### src/pkg/pcs_defs.svh
/*
  constants for the clock synthesis control block: ranges, lock gating,
  feedback mode codes.
  assumes inclusion by bare name from the device and user design files.
*/
`ifndef PCS_DEFS_SVH
`define PCS_DEFS_SVH
// ==================================================
// divider ranges
`define PCS_MULT_MIN 6'h01
`define PCS_MULT_MAX 6'h20
`define PCS_PRE_MIN 3'h1
`define PCS_PRE_MAX 3'h4
// ==================================================
// software port offsets and register reset values
`define PCS_A_CTRL 4'h0
`define PCS_A_LOOP 4'h1
`define PCS_A_OUT0 4'h2
`define PCS_A_OUT1 4'h3
`define PCS_A_OUT2 4'h4
`define PCS_A_STAT 4'h5
`define PCS_CTRL_RST 8'h04
`define PCS_DIV_RST 6'h01
// ==================================================
// phase steps per oscillator period
`define PCS_PHASE_STEPS 4'h8
// ==================================================
// lock gating
`define PCS_LOCK_GATE_RST 16'h0100
`define PCS_LOCK_STABLE 4'h4
// ==================================================
// feedback modes
`define PCS_FB_NORMAL 2'h0
`define PCS_FB_ZDB 2'h1
`define PCS_FB_NOCOMP 2'h3
`endif

### src/pkg/pcs_pkg.sv
/*
  types shared by both ends of the clock synthesis control link.
  numeric codes are written as literals here, matching pcs_defs.svh.
*/
package pcs_pkg;
  typedef logic [5:0] pcs_cnt_t;
  typedef logic [2:0] pcs_pre_t;
  typedef logic [2:0] pcs_phase_t;
  typedef enum logic [1:0] {
    pcs_fb_normal = 2'h0,
    pcs_fb_zdb = 2'h1,
    pcs_fb_nocomp = 2'h3
  } pcs_fb_e;
  typedef struct packed {
    pcs_cnt_t div;
    pcs_cnt_t high;
    pcs_phase_t phase;
  } pcs_out_s;
  typedef enum logic [1:0] {
    pcs_st_off = 2'h0,
    pcs_st_settle = 2'h1,
    pcs_st_locked = 2'h3
  } pcs_st_e;
endpackage

### src/pkg/pcs_if.sv
/*
  link between the clock synthesis device and its user logic.
  assumes both ends share ref_clk and reset.
*/
`timescale 1ns/1ps
interface pcs_if;
  import pcs_pkg::*;
  // control from user logic
  logic loop_enable;
  logic loop_areset;
  logic pfd_enable;
  logic reference_select;
  logic [15:0] lock_gate_count;
  logic lock_gated_sel;
  logic out_pin_enable;
  pcs_fb_e fb_mode;
  pcs_pre_t pre_div;
  pcs_cnt_t mult;
  pcs_out_s post_divider_0;
  pcs_out_s post_divider_1;
  pcs_out_s post_divider_2;
  // results from device
  logic [2:0] clk_out;
  logic ext_clk_out;
  logic ext_clk_out_oe;
  logic locked;
  logic locked_raw;
  logic ref_pin_pair_busy;
  modport device (
    input loop_enable, loop_areset, pfd_enable, reference_select, lock_gate_count,
    input lock_gated_sel, out_pin_enable, fb_mode, pre_div, mult,
    input post_divider_0, post_divider_1, post_divider_2,
    output clk_out, ext_clk_out, ext_clk_out_oe, locked, locked_raw, ref_pin_pair_busy
  );
  modport user (
    output loop_enable, loop_areset, pfd_enable, reference_select, lock_gate_count,
    output lock_gated_sel, out_pin_enable, fb_mode, pre_div, mult,
    output post_divider_0, post_divider_1, post_divider_2,
    input clk_out, ext_clk_out, ext_clk_out_oe, locked, locked_raw, ref_pin_pair_busy
  );
endinterface

### src/hw/pcs_device.sv
/*
  digital model of the clock synthesis loop: reference select, pre-divider,
  multiplier, three post dividers with phase and duty, gated lock.
  assumes two reference clock inputs sampled on ref_clk and user logic
  driving the control side of pcs_if.
*/
// Implementation choices: strobed register access and the placing of the registers.
`timescale 1ns/1ps
`include "pcs_defs.svh"
module pcs_device (
  // clock and reset
  input wire logic ref_clk,
  input wire logic reset,
  // reference pins
  input wire logic ref_in_0,
  input wire logic ref_in_1,
  input wire logic ref_differential,
  // link
  pcs_if.device link
);
  import pcs_pkg::*;

  // ==================================================
  // input synchronisers
  logic [1:0] ref0_s_r, ref1_s_r, sel_s_r, en_s_r, pfd_s_r;
  logic rst_meta_r, rst_sync_r;
  always_ff @(posedge ref_clk or posedge reset) begin
    if (reset) begin
      rst_meta_r <= 1'b1;
      rst_sync_r <= 1'b1;
    end else begin
      rst_meta_r <= link.loop_areset;
      rst_sync_r <= rst_meta_r;
    end
  end
  always_ff @(posedge ref_clk or posedge reset) begin
    if (reset) begin
      ref0_s_r <= 2'h0;
      ref1_s_r <= 2'h0;
      sel_s_r <= 2'h0;
      en_s_r <= 2'h0;
      pfd_s_r <= 2'h0;
    end else begin
      ref0_s_r <= {ref0_s_r[0], ref_in_0};
      ref1_s_r <= {ref1_s_r[0], ref_in_1};
      sel_s_r <= {sel_s_r[0], link.reference_select};
      en_s_r <= {en_s_r[0], link.loop_enable};
      pfd_s_r <= {pfd_s_r[0], link.pfd_enable};
    end
  end

  // ==================================================
  // reference multiplexer and edge detect
  logic ref_mux, ref_prev_r, ref_edge, sel_prev_r, run;
  assign ref_mux = sel_s_r[1] ? ref1_s_r[1] : ref0_s_r[1];
  assign ref_edge = ref_mux & ~ref_prev_r;
  assign run = en_s_r[1] & ~rst_sync_r;
  always_ff @(posedge ref_clk or posedge reset) begin
    if (reset) begin
      ref_prev_r <= 1'b0;
      sel_prev_r <= 1'b0;
    end else begin
      ref_prev_r <= ref_mux;
      sel_prev_r <= sel_s_r[1];
    end
  end

  // ==================================================
  // settings check and oscillator tick
  function automatic logic cnt_ok(input pcs_cnt_t v);
    cnt_ok = (v >= `PCS_MULT_MIN) && (v <= `PCS_MULT_MAX);
  endfunction
  logic cfg_ok;
  assign cfg_ok = cnt_ok(link.mult) && cnt_ok(link.post_divider_0.div) &&
                  cnt_ok(link.post_divider_1.div) && cnt_ok(link.post_divider_2.div) &&
                  (link.pre_div >= `PCS_PRE_MIN) && (link.pre_div <= `PCS_PRE_MAX);
  // the pre-divider counts reference edges, the multiplier is modelled as
  // m oscillator ticks per divided edge, each tick split into eight phases
  pcs_pre_t pre_cnt_r;
  logic pfd_pulse;
  always_ff @(posedge ref_clk or posedge reset) begin
    if (reset) begin
      pre_cnt_r <= 3'h0;
    end else if (!run || !cfg_ok) begin
      pre_cnt_r <= 3'h0;
    end else if (ref_edge) begin
      pre_cnt_r <= (pre_cnt_r + 3'h1 >= link.pre_div) ? 3'h0 : pre_cnt_r + 3'h1;
    end
  end
  // detector output only passes while its gate is open
  assign pfd_pulse = run && cfg_ok && ref_edge && (pre_cnt_r == 3'h0) && pfd_s_r[1];

  // ==================================================
  // oscillator ticks: m per detector pulse
  pcs_cnt_t m_left_r;
  logic [2:0] vco_phase_r;
  logic vco_tick;
  always_ff @(posedge ref_clk or posedge reset) begin
    if (reset) begin
      m_left_r <= 6'h00;
      vco_phase_r <= 3'h0;
    end else if (!run) begin
      m_left_r <= 6'h00;
      vco_phase_r <= 3'h0;
    end else if (pfd_pulse) begin
      m_left_r <= link.mult;
      vco_phase_r <= 3'h0;
    end else if (m_left_r != 6'h00) begin
      vco_phase_r <= vco_phase_r + 3'h1;
      if (vco_phase_r == 3'(`PCS_PHASE_STEPS - 4'h1)) begin
        m_left_r <= m_left_r - 6'h01;
      end
    end
  end
  assign vco_tick = (m_left_r != 6'h00) && (vco_phase_r == 3'h7);

  // ==================================================
  // post dividers with phase and duty
  pcs_out_s pd [3];
  assign pd[0] = link.post_divider_0;
  assign pd[1] = link.post_divider_1;
  assign pd[2] = link.post_divider_2;
  pcs_cnt_t c_cnt_r [3];
  logic [2:0] clk_r;
  for (genvar i = 0; i < 3; i++) begin : g_post
    always_ff @(posedge ref_clk or posedge reset) begin
      if (reset) begin
        c_cnt_r[i] <= 6'h00;
        clk_r[i] <= 1'b0;
      end else if (!run) begin
        c_cnt_r[i] <= 6'h00;
        clk_r[i] <= 1'b0;
      end else begin
        // phase offset picks the sub-tick at which the counter advances
        if ((m_left_r != 6'h00) && (vco_phase_r == pd[i].phase)) begin
          c_cnt_r[i] <= (c_cnt_r[i] + 6'h01 >= pd[i].div) ? 6'h00 : c_cnt_r[i] + 6'h01;
        end
        clk_r[i] <= (c_cnt_r[i] < pd[i].high);
      end
    end
  end

  // ==================================================
  // lock detection and gating
  pcs_st_e st_r;
  logic [15:0] gate_cnt_r;
  logic [3:0] stable_r;
  logic locked_raw_r, locked_r, ext_r, ext_oe_r;
  always_ff @(posedge ref_clk or posedge reset) begin
    if (reset) begin
      stable_r <= 4'h0;
    end else if (!run || !cfg_ok || (sel_s_r[1] != sel_prev_r)) begin
      stable_r <= 4'h0;
    end else if (pfd_pulse && stable_r != `PCS_LOCK_STABLE) begin
      stable_r <= stable_r + 4'h1;
    end
  end
  always_ff @(posedge ref_clk or posedge reset) begin
    if (reset) begin
      st_r <= pcs_st_off;
      gate_cnt_r <= `PCS_LOCK_GATE_RST;
    end else if (!run) begin
      st_r <= pcs_st_off;
      gate_cnt_r <= link.lock_gate_count;
    end else begin
      case (st_r)
        pcs_st_off: begin
          st_r <= pcs_st_settle;
          gate_cnt_r <= link.lock_gate_count;
        end
        pcs_st_settle: begin
          if (ref_mux != ref_prev_r && gate_cnt_r != 16'h0000) begin
            gate_cnt_r <= gate_cnt_r - 16'h0001;
          end
          if (gate_cnt_r == 16'h0000) begin
            st_r <= pcs_st_locked;
          end
        end
        pcs_st_locked: st_r <= pcs_st_locked;
        default: st_r <= pcs_st_off;
      endcase
    end
  end
  always_ff @(posedge ref_clk or posedge reset) begin
    if (reset) begin
      locked_raw_r <= 1'b0;
      locked_r <= 1'b0;
    end else begin
      locked_raw_r <= run && (stable_r == `PCS_LOCK_STABLE);
      locked_r <= run && (stable_r == `PCS_LOCK_STABLE) &&
                  (link.lock_gated_sel ? (st_r == pcs_st_locked) : 1'b1);
    end
  end
  // feedback mode: compensation is analog; digitally every mode starts the
  // post dividers on the detector pulse so the pin and network share edges
  always_ff @(posedge ref_clk or posedge reset) begin
    if (reset) begin
      ext_r <= 1'b0;
      ext_oe_r <= 1'b0;
    end else begin
      ext_r <= (c_cnt_r[2] < pd[2].high) && run;
      ext_oe_r <= link.out_pin_enable;
    end
  end
  // pin level: two flops before it is shown
  logic [1:0] pair_s_r;
  always_ff @(posedge ref_clk or posedge reset) begin
    if (reset) begin
      pair_s_r <= 2'h0;
    end else begin
      pair_s_r <= {pair_s_r[0], ref_differential};
    end
  end
  assign link.clk_out = clk_r;
  assign link.ext_clk_out = ext_r;
  assign link.ext_clk_out_oe = ext_oe_r;
  assign link.locked = locked_r;
  assign link.locked_raw = locked_raw_r;
  assign link.ref_pin_pair_busy = pair_s_r[1];
endmodule

### src/flat_wrapper.sv
// flat-port wrapper written by rule: the top's interface ports become plain ports
module pcs_device_flat import pcs_pkg::*;
  (ref_clk, reset, ref_in_0, ref_in_1, ref_differential, link_loop_enable, link_loop_areset, link_pfd_enable, link_reference_select, link_lock_gate_count, link_lock_gated_sel, link_out_pin_enable, link_fb_mode, link_pre_div, link_mult, link_post_divider_0, link_post_divider_1, link_post_divider_2, link_clk_out, link_ext_clk_out, link_ext_clk_out_oe, link_locked, link_locked_raw, link_ref_pin_pair_busy);
  pcs_if link_i ();
  input wire logic ref_clk;
  input wire logic reset;
  input wire logic ref_in_0;
  input wire logic ref_in_1;
  input wire logic ref_differential;
  input wire logic [$bits(link_i.loop_enable)-1:0] link_loop_enable;
  input wire logic [$bits(link_i.loop_areset)-1:0] link_loop_areset;
  input wire logic [$bits(link_i.pfd_enable)-1:0] link_pfd_enable;
  input wire logic [$bits(link_i.reference_select)-1:0] link_reference_select;
  input wire logic [$bits(link_i.lock_gate_count)-1:0] link_lock_gate_count;
  input wire logic [$bits(link_i.lock_gated_sel)-1:0] link_lock_gated_sel;
  input wire logic [$bits(link_i.out_pin_enable)-1:0] link_out_pin_enable;
  input wire logic [$bits(link_i.fb_mode)-1:0] link_fb_mode;
  input wire logic [$bits(link_i.pre_div)-1:0] link_pre_div;
  input wire logic [$bits(link_i.mult)-1:0] link_mult;
  input wire logic [$bits(link_i.post_divider_0)-1:0] link_post_divider_0;
  input wire logic [$bits(link_i.post_divider_1)-1:0] link_post_divider_1;
  input wire logic [$bits(link_i.post_divider_2)-1:0] link_post_divider_2;
  output wire logic [$bits(link_i.clk_out)-1:0] link_clk_out;
  output wire logic [$bits(link_i.ext_clk_out)-1:0] link_ext_clk_out;
  output wire logic [$bits(link_i.ext_clk_out_oe)-1:0] link_ext_clk_out_oe;
  output wire logic [$bits(link_i.locked)-1:0] link_locked;
  output wire logic [$bits(link_i.locked_raw)-1:0] link_locked_raw;
  output wire logic [$bits(link_i.ref_pin_pair_busy)-1:0] link_ref_pin_pair_busy;
  assign link_i.loop_enable = link_loop_enable;
  assign link_i.loop_areset = link_loop_areset;
  assign link_i.pfd_enable = link_pfd_enable;
  assign link_i.reference_select = link_reference_select;
  assign link_i.lock_gate_count = link_lock_gate_count;
  assign link_i.lock_gated_sel = link_lock_gated_sel;
  assign link_i.out_pin_enable = link_out_pin_enable;
  assign link_i.fb_mode = link_fb_mode;
  assign link_i.pre_div = link_pre_div;
  assign link_i.mult = link_mult;
  assign link_i.post_divider_0 = link_post_divider_0;
  assign link_i.post_divider_1 = link_post_divider_1;
  assign link_i.post_divider_2 = link_post_divider_2;
  assign link_clk_out = link_i.clk_out;
  assign link_ext_clk_out = link_i.ext_clk_out;
  assign link_ext_clk_out_oe = link_i.ext_clk_out_oe;
  assign link_locked = link_i.locked;
  assign link_locked_raw = link_i.locked_raw;
  assign link_ref_pin_pair_busy = link_i.ref_pin_pair_busy;
  pcs_device u_core (.ref_clk(ref_clk), .reset(reset), .ref_in_0(ref_in_0), .ref_in_1(ref_in_1), .ref_differential(ref_differential), .link(link_i));
endmodule
### config.mk
export PLATFORM = sky130hd
export DESIGN_NAME = pcs_device_flat
export DESIGN_NICKNAME = d
export VERILOG_FILES = /design/src/pkg/pcs_pkg.sv /design/src/pkg/pcs_if.sv /design/src/hw/pcs_device.sv /design/src/flat_wrapper.sv
export VERILOG_INCLUDE_DIRS = /design/src /design/src/pkg
export SDC_FILE = /design/constraint.sdc
export NUM_CORES = 1
export LEC_CHECK = 0
export BUFFER_PORTS_ARGS = -buffer_cell sky130_fd_sc_hd__buf_2
export CAP_MARGIN = 20
export CORE_UTILIZATION = 45
export CTS_CLUSTER_DIAMETER = 150
export DETAILED_ROUTE_END_ITERATION = 7
export GPL_TIMING_DRIVEN = 1
export PLACE_DENSITY = 0.72
export SYNTH_ARGS = -nofsm -noshare
export SYNTH_HDL_FRONTEND = slang
export SYNTH_SLANG_ARGS = --single-unit
### constraint.sdc
create_clock -name ref_clk -period 3.6 [get_ports ref_clk]
set_input_delay 1.08 -clock ref_clk [delete_from_list [all_inputs] [get_ports ref_clk]]
set_output_delay 1.08 -clock ref_clk [all_outputs]
set_load 0.02 [all_outputs]
; ---- Yosys cells after proc, flatten, opt, wreduce, memory -nomap -nowiden
; Cells that the tools add are included.
[op_classes]
magnitude_cmp = 17
bitwise = 4
n_addsub = 8
n_div = 0
mux = 32
reduce_logical = 34
multipliers = 0
n_shift = 0
n_eq_ne = 18
[op_table]
columns = operator, n
row1 = 6-bit two-way mux, 13
row2 = 16-bit two-way mux, 2
row3 = 16-bit one-hot mux with 2 select lines, 1
row4 = 6-bit by 1-bit >= comparator with 1-bit output (second input constant), 4
row5 = 6-bit <= comparator (second input constant), 4
row6 = 1-bit logical AND, 21
row7 = 6-bit by 1-bit adder with 6-bit output (second input constant), 3
row8 = 6-bit >= comparator, 3
row9 = 6-bit < comparator, 3
row10 = 3-bit two-way mux, 6
row11 = 16-bit logical NOT, 1
row12 = 16-bit nonzero test, 1
row13 = 16-bit by 1-bit subtractor with 16-bit output (second input constant), 1
row14 = 3-bit != test (second input constant), 5
row15 = 3-bit equality test, 3
row16 = 4-bit two-way mux, 2
row17 = 3-bit by 1-bit adder with 3-bit output (second input constant), 2
row18 = 2-bit != test (second input constant), 3
row19 = 2-bit one-hot mux with 3 select lines, 1
row20 = 6-bit nonzero test, 1
row21 = 6-bit by 1-bit subtractor with 6-bit output (second input constant), 1
row22 = 1-bit two-way mux, 5
row23 = 4-bit by 1-bit adder with 4-bit output (second input constant), 1
row24 = 4-bit by 3-bit equality test with 1-bit output (second input constant), 1
row25 = 17 further kinds, 25
[totals]
ramBits = 0
register_bits = 75
inputBits = 83
mem_count = 0
latchBits = 0
romBits = 0

; ---- Longest topological paths before layout
[logic_depth]
depth_word = 14
ltp_mapped = 9
ltp_nobuf = 9

; ---- Worst setup path after synthesis
; Ideal clock, no wire load.
[synth_path]
kind = input -> register
startpoint = input link_post_divider_2[13]
endpoint = register u_core.m_left_r[0]
cell_stages = 6
setup_ns = 0.125
slack_ns = 0.763
t_arrival_ns = 2.712
required_ns = 3.475
n_path_buf = 1
cell_sequence = or4_4 -> o21a_1 -> nor4_2 -> and4b_1 -> buf_6 -> mux2_4
[synth_between]
elab_chain_cells = 11
[synth_rtl]
columns = item, line_no
row1 = start: declaration, flat_wrapper.sv:22  ; input wire logic [$bits(link_i.post_divider_2)-1:0] link_post_divider_2;
row2 = 6-bit by 1-bit >= comparator with 1-bit output (no source line) / 6-bit <= comparator (equally long branches), -
row3 = 1-bit logical AND *, pcs_device.sv:71  ; cnt_ok = (v >= `PCS_MULT_MIN) && (v <= `PCS_MULT_MAX);
row4 = 1-bit logical AND *, pcs_device.sv:75  ; cnt_ok(link.post_divider_1.div) && cnt_ok(link.post_divider_2.div) &&
row5 = 1-bit logical AND * (2 in a row), pcs_device.sv:74  ; assign cfg_ok = cnt_ok(link.mult) && cnt_ok(link.post_divider_0.div) &&
row6 = 1-bit logical AND * (4 in a row), pcs_device.sv:91  ; assign pfd_pulse = run && cfg_ok && ref_edge && (pre_cnt_r == 3'h0) && pfd_s_r[1];
row7 = 3-bit != test (no source line) / 6-bit two-way mux (equally long branches), -
row8 = 2-bit AND reduction (no source line) / 6-bit two-way mux (equally long branches), -
row9 = end signal: assignment, pcs_device.sv:106  ; m_left_r <= link.mult;
row10 = end signal: assignment, pcs_device.sv:111  ; m_left_r <= m_left_r - 6'h01;
row11 = end: declaration, pcs_device.sv:95  ; pcs_cnt_t m_left_r;
; Every way passes the cells marked *; elsewhere a longest branch is shown, timed or not.
; A chain may end at the register's enable or synchronous reset.

; ---- Worst setup path after layout
[layout_path]
startpoint = input link_post_divider_2[13]
endpoint = register u_core.m_left_r[5]
; The elaborated chain is that of the path after synthesis.

==> metrics.json <==
{
  "worstHoldPathType": "reg -> reg",
  "synth.top_cell.area_share_pct": 37.9,
  "slew_violations": 0,
  "synthesis.area_per_instance_um2": 9.38,
  "slew_headroom_pct": 34.3,
  "final-hold-violation-count": 0,
  "tightest_slew_ns": 0.982,
  "antenna_violating_nets_post_route": 0,
  "p_leak_uw": 0.00277,
  "fp.coreArea_mm2": 0.00991,
  "wire_per_inst_um": 14.1,
  "synth_top_area_cell": "sky130_fd_sc_hd__dfrtp_1",
  "ys_seq_area_share_pct": 39.6,
  "clock_path_buffers": 2,
  "path_cells": "buf_2, or4_4, o21a_1, nor4_2, and4b_1, buf_4, mux2i_1",
  "ir_drop_uv": 269,
  "routed_wl_um": 10300,
  "cts_root_buf": "sky130_fd_sc_hd__clkbuf_8",
  "placement.setup.worst_slack_ns": 0.335,
  "layout_min_cycle_time_ns": 2.92,
  "post-layout-total-power_uw": 1880,
  "max_freq_ghz": 0.342,
  "worst-r2r-cell-count": 5,
  "synth.yosys.warnings": 0,
  "stdcell_area_mm2": 0.00553,
  "post_cts_setup_buffers": 0,
  "p_per_area_mw_per_mm2": 340,
  "grt_use_total_pct": 19.6,
  "initial_core_util_pct": 47.2,
  "final_layout_size_suffix_gt1_share_pct": 21.0,
  "synth-async-reset-ratio_pct": 100,
  "crit_fanout": 6,
  "crit_arrival_ns": 3.18,
  "place_area_mm2": 0.00528,
  "grt_pass1_wl_um": 17400,
  "synth-main-ff-cell": "sky130_fd_sc_hd__dfrtp_1",
  "final_cell_mix": "88 x sky130_fd_sc_hd__buf_2, 71 x sky130_fd_sc_hd__dfrtp_1, 48 x sky130_fd_sc_hd__ha_1, 43 x sky130_fd_sc_hd__inv_1, 33 x sky130_fd_sc_hd__o21ai_0",
  "cp_slowest_stage_delay_ns": 0.54,
  "synth-compound-area-share_pct": 17.4,
  "setup.worst_path.end_class": "flop",
  "gp_congestion": 0.826,
  "floorplan.rows": 36,
  "synth-edff-count": 0,
  "ranking_of_synthesized_cells_by_area": "sky130_fd_sc_hd__dfrtp_1 38%, sky130_fd_sc_hd__ha_1 13%, sky130_fd_sc_hd__xnor2_1 4.1%, sky130_fd_sc_hd__inv_1 3.5%, sky130_fd_sc_hd__o21ai_0 3.5%",
  "most_frequent_standard_cell_in_the_layout_excluding_fill_and_tap_cells": "sky130_fd_sc_hd__buf_2",
  "finalNetCount": 720,
  "critical_path.startpoint_type": "primary input",
  "hold-worst-slack_ns": 0.354,
  "timing.final.crit_share_pct": 81.2,
  "number_of_vias_after_detailed_routing": 4040,
  "cp.required_ns": 3.86,
  "holdBufCountCts": 0,
  "first_iter_violations": 215,
  "run_status": "finished, final reports clean",
  "die_x_um": 104,
  "syn-instance-count": 499,
  "worst-setup-path-type": "in -> reg",
  "fin_ws_ns": 0.676,
  "setup_total_negative_slack_ns": 0,
  "drt_first_pass_iters": 4,
  "hpwl_um": 7620,
  "drcViolationCount": 0,
  "ys_types": 53,
  "vias_in_the_first_global_route": 4013,
  "antenna_found_initial": 0,
  "synth_mux_area_share_pct": 2.49,
  "clock_insertion_delay_worst_skew_ns": 0.35,
  "synthesized_flop_and_latch_total": 74,
  "clkSinkCount": 74,
  "grt_overflow_total": 0,
  "cts_htree_levels": 3,
  "crit_slowest_cell": "sky130_fd_sc_hd__or4_4",
  "area_share_of_fa_ha_maj_cells_after_synthesis_pct": 12.8,
  "die_h_um": 104,
  "num_antenna_cells": 0,
  "floorplan.die_area_mm2": 0.0108,
  "setup-violations-final": 0,
  "routed_vias_inst": 5.56,
  "boundaryPins": 91,
  "buffer_ports.inserted": 88,
  "synth.net_count": 630,
  "grt_setup_unrepaired": "no",
  "max_cap_viol_count": 0,
  "area_delta_synth_final_pct": 18.0,
  "maximum_number_of_pins_on_one_net_before_global_route_repair": 40,
  "timing.hold.worst_path_depth": 0,
  "count_of_cells_resized_by_post_cts_repair": 0,
  "tritoncts": "yes",
  "xor_xnor_share_of_the_synthesized_area_pct": 5.05,
  "clk_pin_slew_worst_setup_hold_paths_ns": 0.09,
  "largest_family_of_logic_cells_by_synthesized_area": "simple AND/OR/NAND/NOR gates",
  "simple_gate_fraction_of_synth_area_pct": 17.6,
  "cts_inserted_buffers": 9,
  "mappedNetlistArea_mm2": 0.00468,
  "finClkSkew_ns": 0.0106
}
state kept, by name, indices dropped and copies added (netlist names), 2 cells and up:
signal and cells:
u_core.ref0_s_r 2, u_core.pair_s_r 2, u_core.pre_cnt_r 3, u_core.sel_s_r 2, u_core.en_s_r 2, u_core.m_left_r 6, u_core.st_r 2, u_core.pfd_s_r 2
u_core.vco_phase_r 3, u_core.stable_r 4, u_core.ref1_s_r 2, u_core.link.clk_out 3, u_core.gate_cnt_r 16, u_core.c_cnt_r 18
per-layer routing:
| metal | up-vias | share of wire [%] | GRT usage [%] |
|---|---|---|---|
| met5 | - | 0 | 0 |
| met2 | 126 | 50 | 34.6 |
| met1 | 1930 | 44 | 23.8 |
| met4 | 0 | 1.4 | 6.53 |
| met3 | 14 | 4.9 | 4.01 |
| li1 | 1970 | - | - |
stage by stage:
| stage | utilization, % | instances |
|---|---|---|
| 5_1_grt | 55.8 | 727 |
| 3_5_place_dp | 53.3 | 711 |
| 3_3_place_gp | 53.3 | 711 |
| 4_1_cts | 55.8 | 727 |
| 2_1_floorplan | - | 499 |
| 6_report | 55.8 | 727 |
area by class of cell:
type | instances | area, um2
timing repair buffer | 94 | 498
inverter | 44 | 165
clock buffer | 9 | 124
fill | 894 | 4380
clock inverter | 7 | 125
multi-input combinational | 366 | 2590
sequential | 74 | 1860
tap | 133 | 166
cells by family after synthesis:
family,Yosys count
buf+inv,59
mux,10
compound gates,125
xor+xnor,27
fa+ha+maj,48
simple gates,156
flops,74
Yosys cell counts, types with 10 or more instances:
| master | instances |
|---|---|
| sky130_fd_sc_hd__xnor2_1 | 22 |
| sky130_fd_sc_hd__o21ai_0 | 33 |
| sky130_fd_sc_hd__inv_1 | 44 |
| sky130_fd_sc_hd__nor3_1 | 25 |
| sky130_fd_sc_hd__a22o_1 | 12 |
| sky130_fd_sc_hd__nor2b_1 | 10 |
| sky130_fd_sc_hd__nand2b_1 | 11 |
| sky130_fd_sc_hd__a21oi_1 | 29 |
| sky130_fd_sc_hd__clkbuf_1 | 11 |
| sky130_fd_sc_hd__nand3_1 | 21 |
| sky130_fd_sc_hd__nand2_1 | 25 |
| sky130_fd_sc_hd__a21o_1 | 12 |
| sky130_fd_sc_hd__dfrtp_1 | 71 |
| sky130_fd_sc_hd__nor2_1 | 24 |
| sky130_fd_sc_hd__ha_1 | 48 |
path summary, 6_finish.rpt:
| kind | startpoint | end | slack [ns] |
|---|---|---|---|
| max in group asynchronous | reset | u_core.c_cnt_r[12]$_DFFE_PP0P_ | 2.05 |
| hold / removal | u_core.ref1_s_r[0]$_DFF_PP0_ | u_core.ref1_s_r[1]$_DFF_PP0_ | 0.35 |
| hold reg to reg | u_core.ref1_s_r[0]$_DFF_PP0_ | u_core.ref1_s_r[1]$_DFF_PP0_ | 0.35 |
| setup reg to reg | u_core.m_left_r[2]$_DFFE_PP0P_ | u_core.c_cnt_r[5]$_DFFE_PP0P_ | 1.16 |
| min in group asynchronous | reset | u_core.link.ext_clk_out_oe$_DFF_PP0_ | 0.87 |
| setup / recovery | link_post_divider_2[13] | u_core.m_left_r[5]$_DFFE_PP0P_ | 0.68 |
power by group:
| group | switching [uW] | internal, uW | total, uW |
|---|---|---|---|
| clock network | 337 | 467 | 803 |
| registers | 19.9 | 859 | 879 |
| logic | 108 | 86.4 | 195 |
critical path, delay by kind of cell:
kind,cells,cell delay [ns]
and+or+nand+nor,3,1.35
AOI/OAI and AO/OA,1,0.19
muxes,1,0.23
buffers and inverters,2,0.32
Power figures use the tool's default switching activity.
